**config.mk**
```make
export PLATFORM = sky130hd
export DESIGN_NAME = rs_reset_sequencer
export DESIGN_NICKNAME = d
export VERILOG_FILES = /design/src/common/rs_pkg.sv /design/src/core/rs_reset_sequencer.sv
export VERILOG_INCLUDE_DIRS = /design/src /design/src/common
export SDC_FILE = /design/constraint.sdc
export NUM_CORES = 1
export LEC_CHECK = 0
export BUFFER_PORTS_ARGS = -buffer_cell sky130_fd_sc_hd__buf_2
export CORE_MARGIN = 5
export CORE_UTILIZATION = 35
export CTS_CLUSTER_DIAMETER = 100
export DETAILED_ROUTE_END_ITERATION = 6
export REMOVE_ABC_BUFFERS = 1
export SLEW_MARGIN = 20
export SYNTH_ARGS = -nofsm -noshare
export SYNTH_HDL_FRONTEND = slang
export SYNTH_SLANG_ARGS = --single-unit
```
**constraint.sdc**
```tcl
create_clock -name ref_clk -period 2.2 [get_ports ref_clk]
set_clock_uncertainty 0.1 [all_clocks]
set_input_delay 0.22 -clock ref_clk [delete_from_list [all_inputs] [get_ports ref_clk]]
set_output_delay 0.22 -clock ref_clk [all_outputs]
set_load 0.005 [all_outputs]
```
**src/common/rs_params.svh**
```systemverilog
// Constants for the reset sequencer: offsets, field positions, reset values, counts
`ifndef RS_PARAMS_SVH
`define RS_PARAMS_SVH

// ****************************************
// Register offsets (byte addresses)
// ****************************************
`define RS_OFF_CAUSE 8'h00
`define RS_OFF_CTRL 8'h04
`define RS_OFF_KICK 8'h08
`define RS_OFF_STAT 8'h0C
`define RS_OFF_USB 8'h10

// ****************************************
// Reset cause bit positions
// ****************************************
`define RS_C_POR 0
`define RS_C_PIN 1
`define RS_C_WD 2
`define RS_C_ILLEGAL_OP_FLAG 3
`define RS_C_ILLEGAL_ADDR_FLAG 4
`define RS_C_LVI 5
`define RS_C_USB 6

// ****************************************
// Control bit positions and reset values
// ****************************************
`define RS_CT_SSR 0
`define RS_CT_STOPEN 1
`define RS_CT_USBIRQ 2
`define RS_CT_MON 3
`define RS_CTRL_RST 4'h2
`define RS_USB_EN 7
`define RS_CAUSE_RST 7'h01

// ****************************************
// Timing counts in osc_clk cycles, the watchdog limit in prescaled ticks, with the SE0 time and clock period in ns
// ****************************************
`define RS_STAB_CYC 13'h1000
`define RS_DRIVE_CYC 13'h0020
`define RS_HOLD_CYC 13'h0020
`define RS_SHORT_REC 13'h0020
`define RS_PIN_MIN 13'h0043
`define RS_PIN_MIN_POR 13'h1043
`define RS_WD_MAX 6'h3F
`define RS_SE0_NS 2500
`define RS_CLK_NS 40
`define RS_SE0_CYC ((`RS_SE0_NS + `RS_CLK_NS - 1) / `RS_CLK_NS)

// ****************************************
// Reset vectors
// ****************************************
`define RS_VEC_USER 16'hFFFE
`define RS_VEC_MON 16'hFEFE

`endif

```
**src/common/rs_pkg.sv**
```systemverilog
// Types of the reset sequencer
package rs_pkg;

	typedef enum logic [2:0] {
		RS_RUN,
		RS_STAB,
		RS_DRIVE,
		RS_HOLD,
		RS_EXTHOLD,
		RS_STOPPED,
		RS_RECOVER
	} rs_state_t;

	typedef struct packed {
		rs_state_t st;
		logic [12:0] simCnt;
		logic [12:0] phCnt;
		logic [12:0] pinLowCnt;
		logic porCtx;
		logic [5:0] wdCnt;
		logic [6:0] cause;
		logic [3:0] ctrl;
		logic usb_enable;
		logic [6:0] usbAddr;
		logic usbUnaddr;
		logic [6:0] se0Cnt;
		logic se0Hit;
		logic [4:0] s1;
		logic [4:0] s2;
		logic coreReset;
		logic pinOe;
		logic busClkEn;
		logic clkGenEn;
		logic usbIrq;
		logic wdOff;
		logic [15:0] vector;
		logic [31:0] prdata;
		logic pready;
		logic pslverr;
	} rs_regs_t;

endpackage : rs_pkg

```
**src/core/rs_reset_sequencer.sv**
```systemverilog
// Reset sequencer: reset sources, reset pin drive, cause flags, 13-bit stabilization counter
//
// The APB interface to the registers and the register offsets were decided locally.
`timescale 1ns/10ps
`include "rs_params.svh"

module rs_reset_sequencer
	import rs_pkg::*;
(
	input wire logic ref_clk, // osc_clk, 25 MHz
	input wire logic rst_n, // Asynchronous power-on reset, low
	input wire logic power_up_pulse, // Power-on pulse from supply monitor
	input wire logic low_voltage, // Low-voltage trip
	input wire logic illegal_op, // Illegal opcode decoded
	input wire logic stop_instr, // Stop instruction executed
	input wire logic opcode_fetch, // Current access is an opcode fetch
	input wire logic unmapped_addr, // Current access hits no memory
	input wire logic wake_event, // Interrupt or break ending stop
	input wire logic break_active, // Break state
	input wire logic rst_pin_in, // Reset pin level
	output logic rst_pin_out, // Reset pin output value, always low
	output logic rst_pin_oe, // Reset pin drive enable
	input wire logic rst_pin_hv, // Test high voltage on reset pin
	input wire logic irq_pin_1_hv, // Test high voltage on irq_pin_1
	input wire logic usb_dp, // USB D+ input
	input wire logic usb_dm, // USB D- input
	output logic core_reset, // Internal reset, high
	output logic clock_gen_out_en, // Clock generator output enable
	output logic bus_clk_en, // internal_bus_clocks running
	output logic [15:0] reset_vector, // Vector address to fetch
	output logic usb_irq, // USB reset interrupt request, pulse
	output logic usb_unaddressed, // USB attached but unaddressed
	output logic wd_disabled, // Watchdog disabled by test voltage
	input wire logic psel, // APB select
	input wire logic penable, // APB enable
	input wire logic pwrite, // APB write
	input wire logic [7:0] paddr, // APB byte address
	input wire logic [31:0] pwdata, // APB write data
	output logic [31:0] prdata, // APB read data
	output logic pready, // APB ready
	output logic pslverr // APB error
);

	rs_regs_t r_reg;
	rs_regs_t r_next;

	// ****************************************
	// Combinational helpers
	// ****************************************
	logic pinLow;
	logic hvPin;
	logic hvIrq;
	logic se0;
	logic inReset;
	logic wdGate;
	logic wdTick;
	logic wdOvf;
	logic access;
	logic setup;
	logic kick;
	logic illegal_op_flag;
	logic illegal_addr_flag;
	logic usbEvt;
	logic porEvt;
	logic lviEvt;
	logic [6:0] setBits;
	logic [31:0] rdVal;
	logic rdHit;

	always_comb begin
		pinLow = ~r_reg.s2[0];
		hvPin = r_reg.s2[1];
		hvIrq = r_reg.s2[2];
		se0 = ~r_reg.s2[3] & ~r_reg.s2[4];
		inReset = (r_reg.st == RS_STAB) || (r_reg.st == RS_DRIVE) ||
			(r_reg.st == RS_HOLD) || (r_reg.st == RS_EXTHOLD);
		// Only a high voltage may turn the watchdog off, so noise cannot
		wdGate = (r_reg.ctrl[`RS_CT_MON] & (hvPin | hvIrq)) |
			(break_active & hvPin);
		wdTick = (r_reg.simCnt == 13'h1FFF);
		setup = psel & ~penable;
		access = psel & penable & r_reg.pready;
		kick = access & pwrite & (paddr == `RS_OFF_KICK);
		wdOvf = wdTick & (r_reg.wdCnt == `RS_WD_MAX) & ~wdGate & ~kick &
			~inReset;
		illegal_op_flag = ~inReset & (illegal_op |
			(stop_instr & ~r_reg.ctrl[`RS_CT_STOPEN]));
		illegal_addr_flag = ~inReset & opcode_fetch & unmapped_addr;
		usbEvt = r_reg.usb_enable & (r_reg.se0Cnt == 7'(`RS_SE0_CYC)) &
			~r_reg.se0Hit;
		porEvt = power_up_pulse;
		lviEvt = low_voltage;
		setBits = '0;
		setBits[`RS_C_POR] = porEvt;
		setBits[`RS_C_LVI] = lviEvt;
		setBits[`RS_C_WD] = wdOvf;
		setBits[`RS_C_ILLEGAL_OP_FLAG] = illegal_op_flag;
		setBits[`RS_C_ILLEGAL_ADDR_FLAG] = illegal_addr_flag;
		setBits[`RS_C_USB] = usbEvt & ~r_reg.ctrl[`RS_CT_USBIRQ] & ~inReset;
		setBits[`RS_C_PIN] = r_reg.pinLowCnt == (r_reg.porCtx ? `RS_PIN_MIN_POR
			: `RS_PIN_MIN);

		rdHit = 1'b1;
		rdVal = '0;
		unique case (paddr)
			`RS_OFF_CAUSE: rdVal[6:0] = r_reg.cause;
			`RS_OFF_CTRL: rdVal[3:0] = r_reg.ctrl;
			`RS_OFF_KICK: rdVal = '0;
			`RS_OFF_STAT: rdVal = {9'h000, r_reg.wdCnt, 1'b0, r_reg.st,
				r_reg.simCnt};
			`RS_OFF_USB: rdVal[7:0] = {r_reg.usb_enable, r_reg.usbAddr};
			default: rdHit = 1'b0;
		endcase
	end

	// ****************************************
	// Next state
	// ****************************************
	always_comb begin
		r_next = r_reg;
		r_next.s1 = {usb_dm, usb_dp, irq_pin_1_hv, rst_pin_hv, rst_pin_in};
		r_next.s2 = r_reg.s1;
		r_next.usbIrq = 1'b0;
		r_next.simCnt = r_reg.simCnt + 13'h0001;
		r_next.phCnt = r_reg.phCnt + 13'h0001;

		// Watchdog prescaled by the counter overflow
		if (wdTick && !wdGate) begin
			r_next.wdCnt = r_reg.wdCnt + 6'h01;
		end
		if (kick) begin
			r_next.wdCnt = '0;
			r_next.simCnt[12:5] = 8'h00;
		end
		if (wdGate) begin
			r_next.wdCnt = '0;
		end

		// Pin low time; saturates so a long hold never retriggers the flag
		if (pinLow) begin
			if (r_reg.pinLowCnt != 13'h1FFF) begin
				r_next.pinLowCnt = r_reg.pinLowCnt + 13'h0001;
			end
		end else begin
			r_next.pinLowCnt = '0;
		end

		// SE0 duration
		if (se0 && r_reg.usb_enable) begin
			if (r_reg.se0Cnt != 7'(`RS_SE0_CYC)) begin
				r_next.se0Cnt = r_reg.se0Cnt + 7'h01;
			end
		end else begin
			r_next.se0Cnt = '0;
		end
		if (usbEvt) begin
			r_next.se0Hit = 1'b1;
			r_next.usbAddr = '0;
		end
		if (r_reg.se0Hit && !se0) begin
			r_next.se0Hit = 1'b0;
			r_next.usbUnaddr = 1'b1;
		end

		// APB side
		r_next.pready = setup;
		r_next.pslverr = setup & ~rdHit;
		r_next.prdata = setup ? rdVal : '0;
		if (access && !pwrite && paddr == `RS_OFF_CAUSE) begin
			r_next.cause = '0;
		end
		if (access && pwrite && paddr == `RS_OFF_CTRL) begin
			r_next.ctrl = pwdata[3:0];
		end
		if (access && pwrite && paddr == `RS_OFF_USB) begin
			r_next.usb_enable = pwdata[`RS_USB_EN];
			r_next.usbAddr = pwdata[6:0];
			r_next.usbUnaddr = 1'b0;
		end
		// Setting a flag wins over a read clear in the same cycle
		r_next.cause = r_next.cause | setBits;

		// Sequencer
		unique case (r_reg.st)
			RS_RUN: begin
				if (stop_instr && r_reg.ctrl[`RS_CT_STOPEN]) begin
					r_next.st = RS_STOPPED;
					r_next.busClkEn = 1'b0;
					r_next.simCnt = '0;
				end else if (pinLow) begin
					r_next.st = RS_EXTHOLD;
					r_next.coreReset = 1'b1;
				end
			end
			RS_STOPPED: begin
				r_next.simCnt = '0;
				if (wake_event) begin
					r_next.st = RS_RECOVER;
				end else if (pinLow) begin
					r_next.st = RS_EXTHOLD;
					r_next.coreReset = 1'b1;
				end
			end
			RS_RECOVER: begin
				if (r_reg.simCnt == (r_reg.ctrl[`RS_CT_SSR] ? `RS_SHORT_REC
						: `RS_STAB_CYC) - 13'h0001) begin
					r_next.st = RS_RUN;
					r_next.busClkEn = 1'b1;
				end else if (pinLow) begin
					// A pin reset during recovery is taken at once
					r_next.st = RS_EXTHOLD;
					r_next.coreReset = 1'b1;
				end
			end
			RS_STAB: begin
				if (r_reg.phCnt == `RS_STAB_CYC - 13'h0001) begin
					r_next.st = RS_DRIVE;
					r_next.phCnt = '0;
					r_next.busClkEn = 1'b1;
				end
			end
			RS_DRIVE: begin
				if (r_reg.phCnt == `RS_DRIVE_CYC - 13'h0001) begin
					r_next.st = RS_HOLD;
					r_next.phCnt = '0;
					r_next.pinOe = 1'b0;
				end
			end
			RS_HOLD: begin
				if (r_reg.phCnt == `RS_HOLD_CYC - 13'h0001) begin
					r_next.st = RS_RUN;
					r_next.coreReset = 1'b0;
					// Resets taken out of stop would otherwise leave the clocks gated
					r_next.busClkEn = 1'b1;
					r_next.porCtx = 1'b0;
				end
			end
			RS_EXTHOLD: begin
				r_next.phCnt = '0;
				if (!pinLow) begin
					r_next.st = RS_HOLD;
				end
			end
			default: begin
				r_next.st = RS_RUN;
			end
		endcase

		// Internal sources restart the sequence and clear the counter
		if (wdOvf || illegal_op_flag || illegal_addr_flag) begin
			r_next.st = RS_DRIVE;
			r_next.phCnt = '0;
			r_next.simCnt = '0;
			r_next.pinOe = 1'b1;
			r_next.coreReset = 1'b1;
			r_next.wdCnt = '0;
		end
		if (usbEvt && !inReset) begin
			if (r_reg.ctrl[`RS_CT_USBIRQ]) begin
				r_next.usbIrq = 1'b1;
			end else begin
				r_next.st = RS_HOLD;
				r_next.phCnt = '0;
				r_next.simCnt = '0;
				r_next.coreReset = 1'b1;
			end
		end
		if (porEvt || lviEvt) begin
			r_next.st = RS_STAB;
			r_next.phCnt = '0;
			r_next.simCnt = '0;
			r_next.pinOe = 1'b1;
			r_next.coreReset = 1'b1;
			r_next.busClkEn = 1'b0;
			r_next.clkGenEn = 1'b1;
			r_next.porCtx = 1'b1;
			r_next.wdCnt = '0;
		end
		if (porEvt) begin
			r_next.cause = 7'h00;
			r_next.cause[`RS_C_POR] = 1'b1;
		end
		r_next.vector = r_next.ctrl[`RS_CT_MON] ? `RS_VEC_MON : `RS_VEC_USER;
		r_next.wdOff = wdGate;
	end

	// ****************************************
	// State register; reset equals a power-on
	// ****************************************
	always_ff @(posedge ref_clk or negedge rst_n) begin
		if (!rst_n) begin
			r_reg <= '0;
			r_reg.st <= RS_STAB;
			r_reg.cause <= `RS_CAUSE_RST;
			r_reg.ctrl <= `RS_CTRL_RST;
			r_reg.porCtx <= 1'b1;
			r_reg.coreReset <= 1'b1;
			r_reg.pinOe <= 1'b1;
			r_reg.clkGenEn <= 1'b1;
			r_reg.s1 <= 5'h1F;
			r_reg.s2 <= 5'h1F;
			r_reg.vector <= `RS_VEC_USER;
		end else begin
			r_reg <= r_next;
		end
	end

	assign rst_pin_out = 1'b0;
	assign rst_pin_oe = r_reg.pinOe;
	assign core_reset = r_reg.coreReset;
	assign clock_gen_out_en = r_reg.clkGenEn;
	assign bus_clk_en = r_reg.busClkEn;
	assign reset_vector = r_reg.vector;
	assign usb_irq = r_reg.usbIrq;
	assign usb_unaddressed = r_reg.usbUnaddr;
	assign wd_disabled = r_reg.wdOff;
	assign prdata = r_reg.prdata;
	assign pready = r_reg.pready;
	assign pslverr = r_reg.pslverr;

endmodule : rs_reset_sequencer
```
==> results of run 1 <==
==> area by class of cell <==
class                   instances  area, um2
clock buffers                  24        492
clock inverters                 8        145
fillers                      1545       9100
inverters                      11       41.3
multi-input cells             409       2490
flip-flops and latches        117       2950
well taps                     220        275
repair buffers                133        913
==> synth_stat cells, drive strengths merged (4+ instances only) <==
cell / n / area share [%]
dfrtp: 100 / 43
nor2: 74 / 4.8
buf: 54 / 7.1
nand2: 46 / 3.0
nand3: 25 / 2.2
nor3: 23 / 2.0
a21oi: 22 / 1.9
xnor2: 20 / 3.0
xor2: 19 / 2.9
and3: 18 / 1.9
nand4: 18 / 2.3
o21ai: 18 / 1.6
dfstp: 17 / 7.7
clkbuf: 16 / 1.0
inv: 11 / 0.71
nor4: 10 / 1.3
mux2: 8 / 1.6
a222oi: 7 / 1.2
or3: 6 / 0.65
ha: 5 / 1.1
nand2b: 5 / 0.54
nor2b: 5 / 0.54
a31oi: 4 / 0.43
and2: 4 / 0.48
and4: 4 / 0.60
==> through the flow <==
stage	utilization, %	std cells	hold slack (ns)	power, uW
floorplan	-	536	-0.176	2300
global placement	39.0	869	0.131	2420
detailed placement	39.0	869	0.143	2430
CTS	44.4	919	0.00592	5430
global route	44.6	922	0.0334	5560
finish	44.6	922	0.0269	5370
==> worst paths after layout <==
| path | endpoint | slack [ns] | cells after the start |
|---|---|---|---|
| min in group asynchronous | r_reg[115] | 0.24 | 2 |
| worst max register to register | r_reg[141] | -0.13 | 7 |
| worst min-delay path | prdata[7] | 0.03 | 3 |
| worst min register to register | r_reg[59] | 0.25 | 0 |
| worst max-delay path | r_reg[141] | -0.13 | 7 |
| max in group asynchronous | r_reg[140] | 1.10 | 3 |
==> logic make-up after synthesis <==
| kind of cell | Yosys count | synth area share (%) |
|---|---|---|
| adders and majority gates | 5 | 1.08 |
| AOI/OAI and AO/OA | 70 | 8.03 |
| buffers and inverters | 81 | 8.90 |
| DFF | 117 | 50.9 |
| muxes | 11 | 2.07 |
| other | 2 | 0.130 |
| xor gates and xnor gates | 39 | 5.90 |
| and+or+nand+nor | 256 | 23.0 |
==> worst min-delay path: cells and delay by family <==
family        cells  cell delay [ns]
simple gates      2             0.17
buf+inv           1             0.11
==> power by group <==
group	switching (uW)	leakage [uW]	total [uW]	internal, uW
Sequential	19.8	0.00153	2210	2190
Combinational	130	0.00149	213	82.6
Clock	936	0.000306	2950	2010
Total	1090	0.00333	5370	4280
==> repair_timing <==
action | 4_1_cts | 5_1_grt
hold buffers | 16 | 0
setup endpoints to repair | 37 | 38
gates cloned | 1 | 0
buffers inserted | 1 | 3
gates resized for setup | 12 | 3
endpoints found under the hold margin | 53 | 0
pin swaps | 11 | 0
==> metal layers <==
layer / wire length [um] / track usage, %
met5: 0 / 0
met4: 315 / 6.23
met3: 492 / 3.24
met2: 6750 / 24.1
met1: 6050 / 18.1
==> impl_results.md, run 1 <==
* Run status: complete, but fails checks
* Failing checks: negative setup slack
* Final wirelength at approximately 14 mm
* Antenna cells at 0
* Final setup viols at 37
* DR pass1 iterations at 4
* GP Congestion at around 0.81
* Fmax at between 400 and 500 MHz
* CTS Buffer Depth at 2
* WL per Instance at around 15 um
* Startpoint Class: flop
* Detailed placement HPWL at approximately 9.8 mm
* Clock root cell: clkbuf_16
* Most frequent cells in the layout: dfrtp_1 (100), nor2_1 (73), buf_2 (63), buf_4 (51), nand2_1 (46)
* Most used flip-flop cell after synthesis: dfrtp_1
* Initial cell density of the core at a little over a third
* I/O pins at 116
* Setup TNS at -3.34 ns
* Final Critical Period at around 2.3 ns
* Worst min path class: in2reg
* CP Data Arrival Time at approximately 2.6 ns
* Share of cells above drive strength 1 at around 28%
* Via Count at 4513
* Largest net degree at the start of global routing at 42
* Critical path's largest stage delay at roughly 0.54 ns
* Worst-Skew Late Latency at a little over 0.4 ns
* Commonest non-fill, non-tap cell in the layout: dfrtp_1
* Worst setup margin at -0.130 ns
* Clock Sinks at 117
* Slew at the pin closest to its max-slew limit at approximately 0.77 ns
* First-pass GRT wire length at around 23 mm
* Mean Syn Cell Area at 9.97 um2
* Hold Startpoint: psel
* Slew HR at around half
* Async S/R FF share, synth at between 90% and 100%
* Antenna-violating nets left at 0
* Synthesized cell area at 5790 um2
* CTS tree: yes
* Gr ovfl total at 0
* Pwr dens at between 700 and 800 nW/um2
* CTS Buf Count at 17
* Critical path fanouts, max at 8
* Core Area at around 16000 um2
* Gr usage total at approximately 14%
* Clock-pin transition on the worst setup and hold timing paths at about 0.060 ns
* Die area at 19200 um2
* Peak supply drop at just under 500 uV
* Slew Limit Fails at 0
* Pre-CTS WS at -0.196 ns
* LEAKAGE at around 0.0033 uW
* Max FFs per register at 79
* Kind of cell adding the most delay to the critical path: simple AND/OR/NAND/NOR gates
* CTS HTree Levels at 4
* Reg2Reg Launch Point: r_reg[94]
* Initial antenna violation count at 0
* Crit path from: r_reg[94]
* Setup CP Type: reg2reg
* Max cap viols at 0
* Yosys reg bits at between 100 and 150
* Synth cell types at 58
* Critical Path RT at between 2 and 2.5 ns
* Register area share after synthesis at between 50% and 60%
* Width of the die at between 100 and 150 um
* RSZ-0062 raised after global routing: yes
* Initial drt markers at ~220
* Hold Vio Cnt, Final at 0
* Sequence of cells on the critical path: ha_2, nand4_1, or4_4, or4b_4, buf_8, and2_4, a41oi_2
* WP buf/inv at 1
* Design area at 7310 um2
* DP Area at around 6400 um2
* DRC violations left at 0
* Post-synth EDFFs at 0
* Final nets at about 750
* Port Buffers at between 60 and 70
* # rows at 47
* Fin crit share at 106%
* P&R area growth vs syn at 26.2%
* Slowest CP cell: or4_4
* Yosys warns at 0
* Vias in the first global route at 4508
* Critical path endpoint category: flop
* Mapped Cells at 581
* Via density at about 4.9
* Die height at approximately 140 um
Note: power is estimated with default switching activity, not from simulation.
==> inputs of run 2 (changes only) <==
--- a/config.mk
+++ b/config.mk
@@ -6,6 +6,7 @@
 export SDC_FILE = /design/constraint.sdc
 export NUM_CORES = 1
 export LEC_CHECK = 0
+export ABC_AREA = 1
 export BUFFER_PORTS_ARGS = -buffer_cell sky130_fd_sc_hd__buf_2
 export CORE_MARGIN = 5
 export CORE_UTILIZATION = 35
==> run 2 against run 1 <==
Compared with the run above:
- the run now ends clean
- register-to-register slack improved by 0.36 ns
- setup slack improved by 0.36 ns
- routed wire length increased by 0.47%
- via count increased by 6.0%
- die area increased by 4.1%
- global-route usage decreased by 0.30 points
- critical endpoint is now r_reg[135]
- largest power group unchanged
- highest routed layer unchanged
==> impl_results.md, run 2 <==
* Run status: finished clean
* Max FFs per register at 79
* Worst min path class: in2reg
* WL per Instance at roughly 13 um
* Fmax at roughly 510 MHz
* # rows at 48
* Pre-CTS WS at roughly 0.24 ns
* Die area at 20000 um2
* Initial drt markers at roughly 260
* Synth area leaders: dfrtp_1 (41%), nand2_1 (9.8%), dfstp_2 (7.4%)
* Critical path endpoint category: flop
* Yosys top cell area share at roughly 41%
* Max cap viols at 0
* RSZ-0062 raised after global routing: no
* Most frequent cells in the layout: nand2_1 (158), dfrtp_1 (100), nor2_1 (98), inv_1 (91), buf_2 (63)
* Vias in the first global route at ~4600
* Setup TNS at 0 ns
* Highest routed layer: met4
* Critical path fanouts, max at 8
* Via Count at 4784
* CP Data Arrival Time at ~2.2 ns
* Post-CTS setup buffer count at 0
* GP Congestion at 0.853
* Final Critical Period at ~2.0 ns
* Mean Syn Cell Area at 8.23 um2
* LEAKAGE at approximately 0.0034 uW
* Share of cells above drive strength 1 at approximately a fifth
* Met1 WL at around 6.4 mm
* Core Area at around 17000 um2
* Register area share after synthesis at roughly half
* Clock Sinks at 117
* Synth cell types at between 40 and 50
* Commonest non-fill, non-tap cell in the layout: nand2_1
* Top post-synthesis cells by count: nand2_1 (158), dfrtp_1 (100), nor2_1 (98)
* Post-synth EDFFs at 0
* Via density at between 4 and 5
* Slew Limit Fails at 0
* Gr usage total at 14.1%
* First-pass GRT wire length at between 20 and 25 mm
* Gr ovfl total at 0
* Setup CP Type: reg2reg
* Initial antenna violation count at 0
* CTS Buf Count at 17
* Pwr dens at 719 nW/um2
* Hold Vio Cnt, Final at 0
* Yosys reg bits at 117
* Critical Path RT at approximately 2.4 ns
* Overall power at 5220 uW
* Fin crit share at approximately 90%
* Peak supply drop at between 500 and 600 uV
* Clock root cell: clkbuf_16
* Final wirelength at 13.7 mm
* Final setup viols at 0
* Slew at the pin closest to its max-slew limit at 0.575 ns
* CTS Buffer Depth at 2
* Largest net degree at the start of global routing at between 40 and 50
* Mapped Cells at ~740
* Largest area contributor in the synthesized netlist: dfrtp_1
* CTS HTree Levels at 4
* Worst-Skew Late Latency at between 0.4 and 0.5 ns
* Worst setup margin at approximately 0.23 ns
* Detailed placement HPWL at 10.3 mm
* Startpoint Class: flop
* Final nets at ~880
* Antenna cells at 0
* Met3 wire len at a little under 700 um
* Yosys warns at 0
* Most frequent cell after synthesis: nand2_1
* Antenna-violating nets left at 0
* Port Buffers at 64
* Async S/R FF share, synth at 100%
* Die height at between 100 and 150 um
* Most used flip-flop cell after synthesis: dfrtp_1
* Width of the die at between 100 and 150 um
* CTS tree: yes
* Initial cell density of the core at 35.3%
* Clock-pin transition on the worst setup and hold timing paths at roughly 0.06 ns
* Slew HR at 61.7%
* DRC violations left at 0
* Synthesized cell area at roughly 6000 um2
* Met2 WL at approximately 6.4 mm
* P&R area growth vs syn at 20.0%
* DR pass1 iterations at 4
* I/O pins at 116
[run 2: changes by cell type after synthesis, sizes merged, moves of 8 or more]
cell and change:
a21oi -8, nand2 +119, and3 -18, nand3 +27, xnor2 -16, mux2 -8
nor2 +35, o21ai +20, clkbuf -11, inv +81, nand4 -9
[run 2: repair_timing]
action | 4_1_cts | 5_1_grt
endpoints found under the setup margin | 0 | 0
gates resized for setup | 0 | 0
hold buffers | 16 | 0
endpoints found under the hold margin | 61 | 0
[run 2: final timing paths]
check	start	to	slack, ns	cells after the start
min in group asynchronous	rst_n	prdata[3]	0.25	2
worst min register to register	r_next[56]	r_reg[56]	0.25	0
worst min-delay path	penable	pready	0.06	3
worst max-delay path	r_reg[127]	r_reg[135]	0.23	10
max in group asynchronous	rst_n	r_reg[60]	1.06	3
worst max register to register	r_reg[127]	r_reg[135]	0.23	10
[run 2: kinds of logic after synthesis]
logic type      share of synthesized area, %
buf+inv                                 12.4
compound gates                          7.08
xor+xnor                                3.19
flops                                   48.8
fa+ha+maj                               1.03
other cells                            0.124
simple gates                            27.4
[run 2: worst max-delay path, cell delays in order, from the launching register on]
cell and delay, ns:
dfrtp_1 0.39, ha_1 0.24, nand3_2 0.14, nor2_4 0.17, nand3_2 0.13, nor3_4 0.17, nand3_2 0.14, nand2_4 0.13
nor2_8 0.07, nand2_4 0.12, nor2_1 0.05
[run 2: metrics by stage]
step,util [%],instance area [um2],cells,hold WS (ns)
floorplan,-,5740,704,-0.176
global placement,38.0,6500,1010,0.169
detailed placement,38.0,6500,1010,0.162
CTS,42.4,7260,1058,0.0385
global route,42.4,7260,1058,0.0581
finish,42.4,7260,1058,0.0624
[run 2: area by class of cell]
class                           count  area [um2]
Fill cell                        1728        9860
Sequential cell                   117        2950
Multi-Input combinational cell    493        2440
Timing Repair Buffer               97         636
Clock buffer                       19         443
Inverter                           94         353
Tap cell                          225         282
Clock inverter                     13         156
[run 2: power by group]
part           internal, uW  total [uW]  switching, uW
sequential             2190        2200           17.1
combinational          78.9         221            142
clock                  1800        2800            992
total                  4070        5220           1150
[run 2: layer usage]
layer	up-vias	global-route usage [%]
met5	-	0
li1	2445	-
met1	2228	18.7
met3	12	4.08
met2	99	22.9
met4	0	3.64
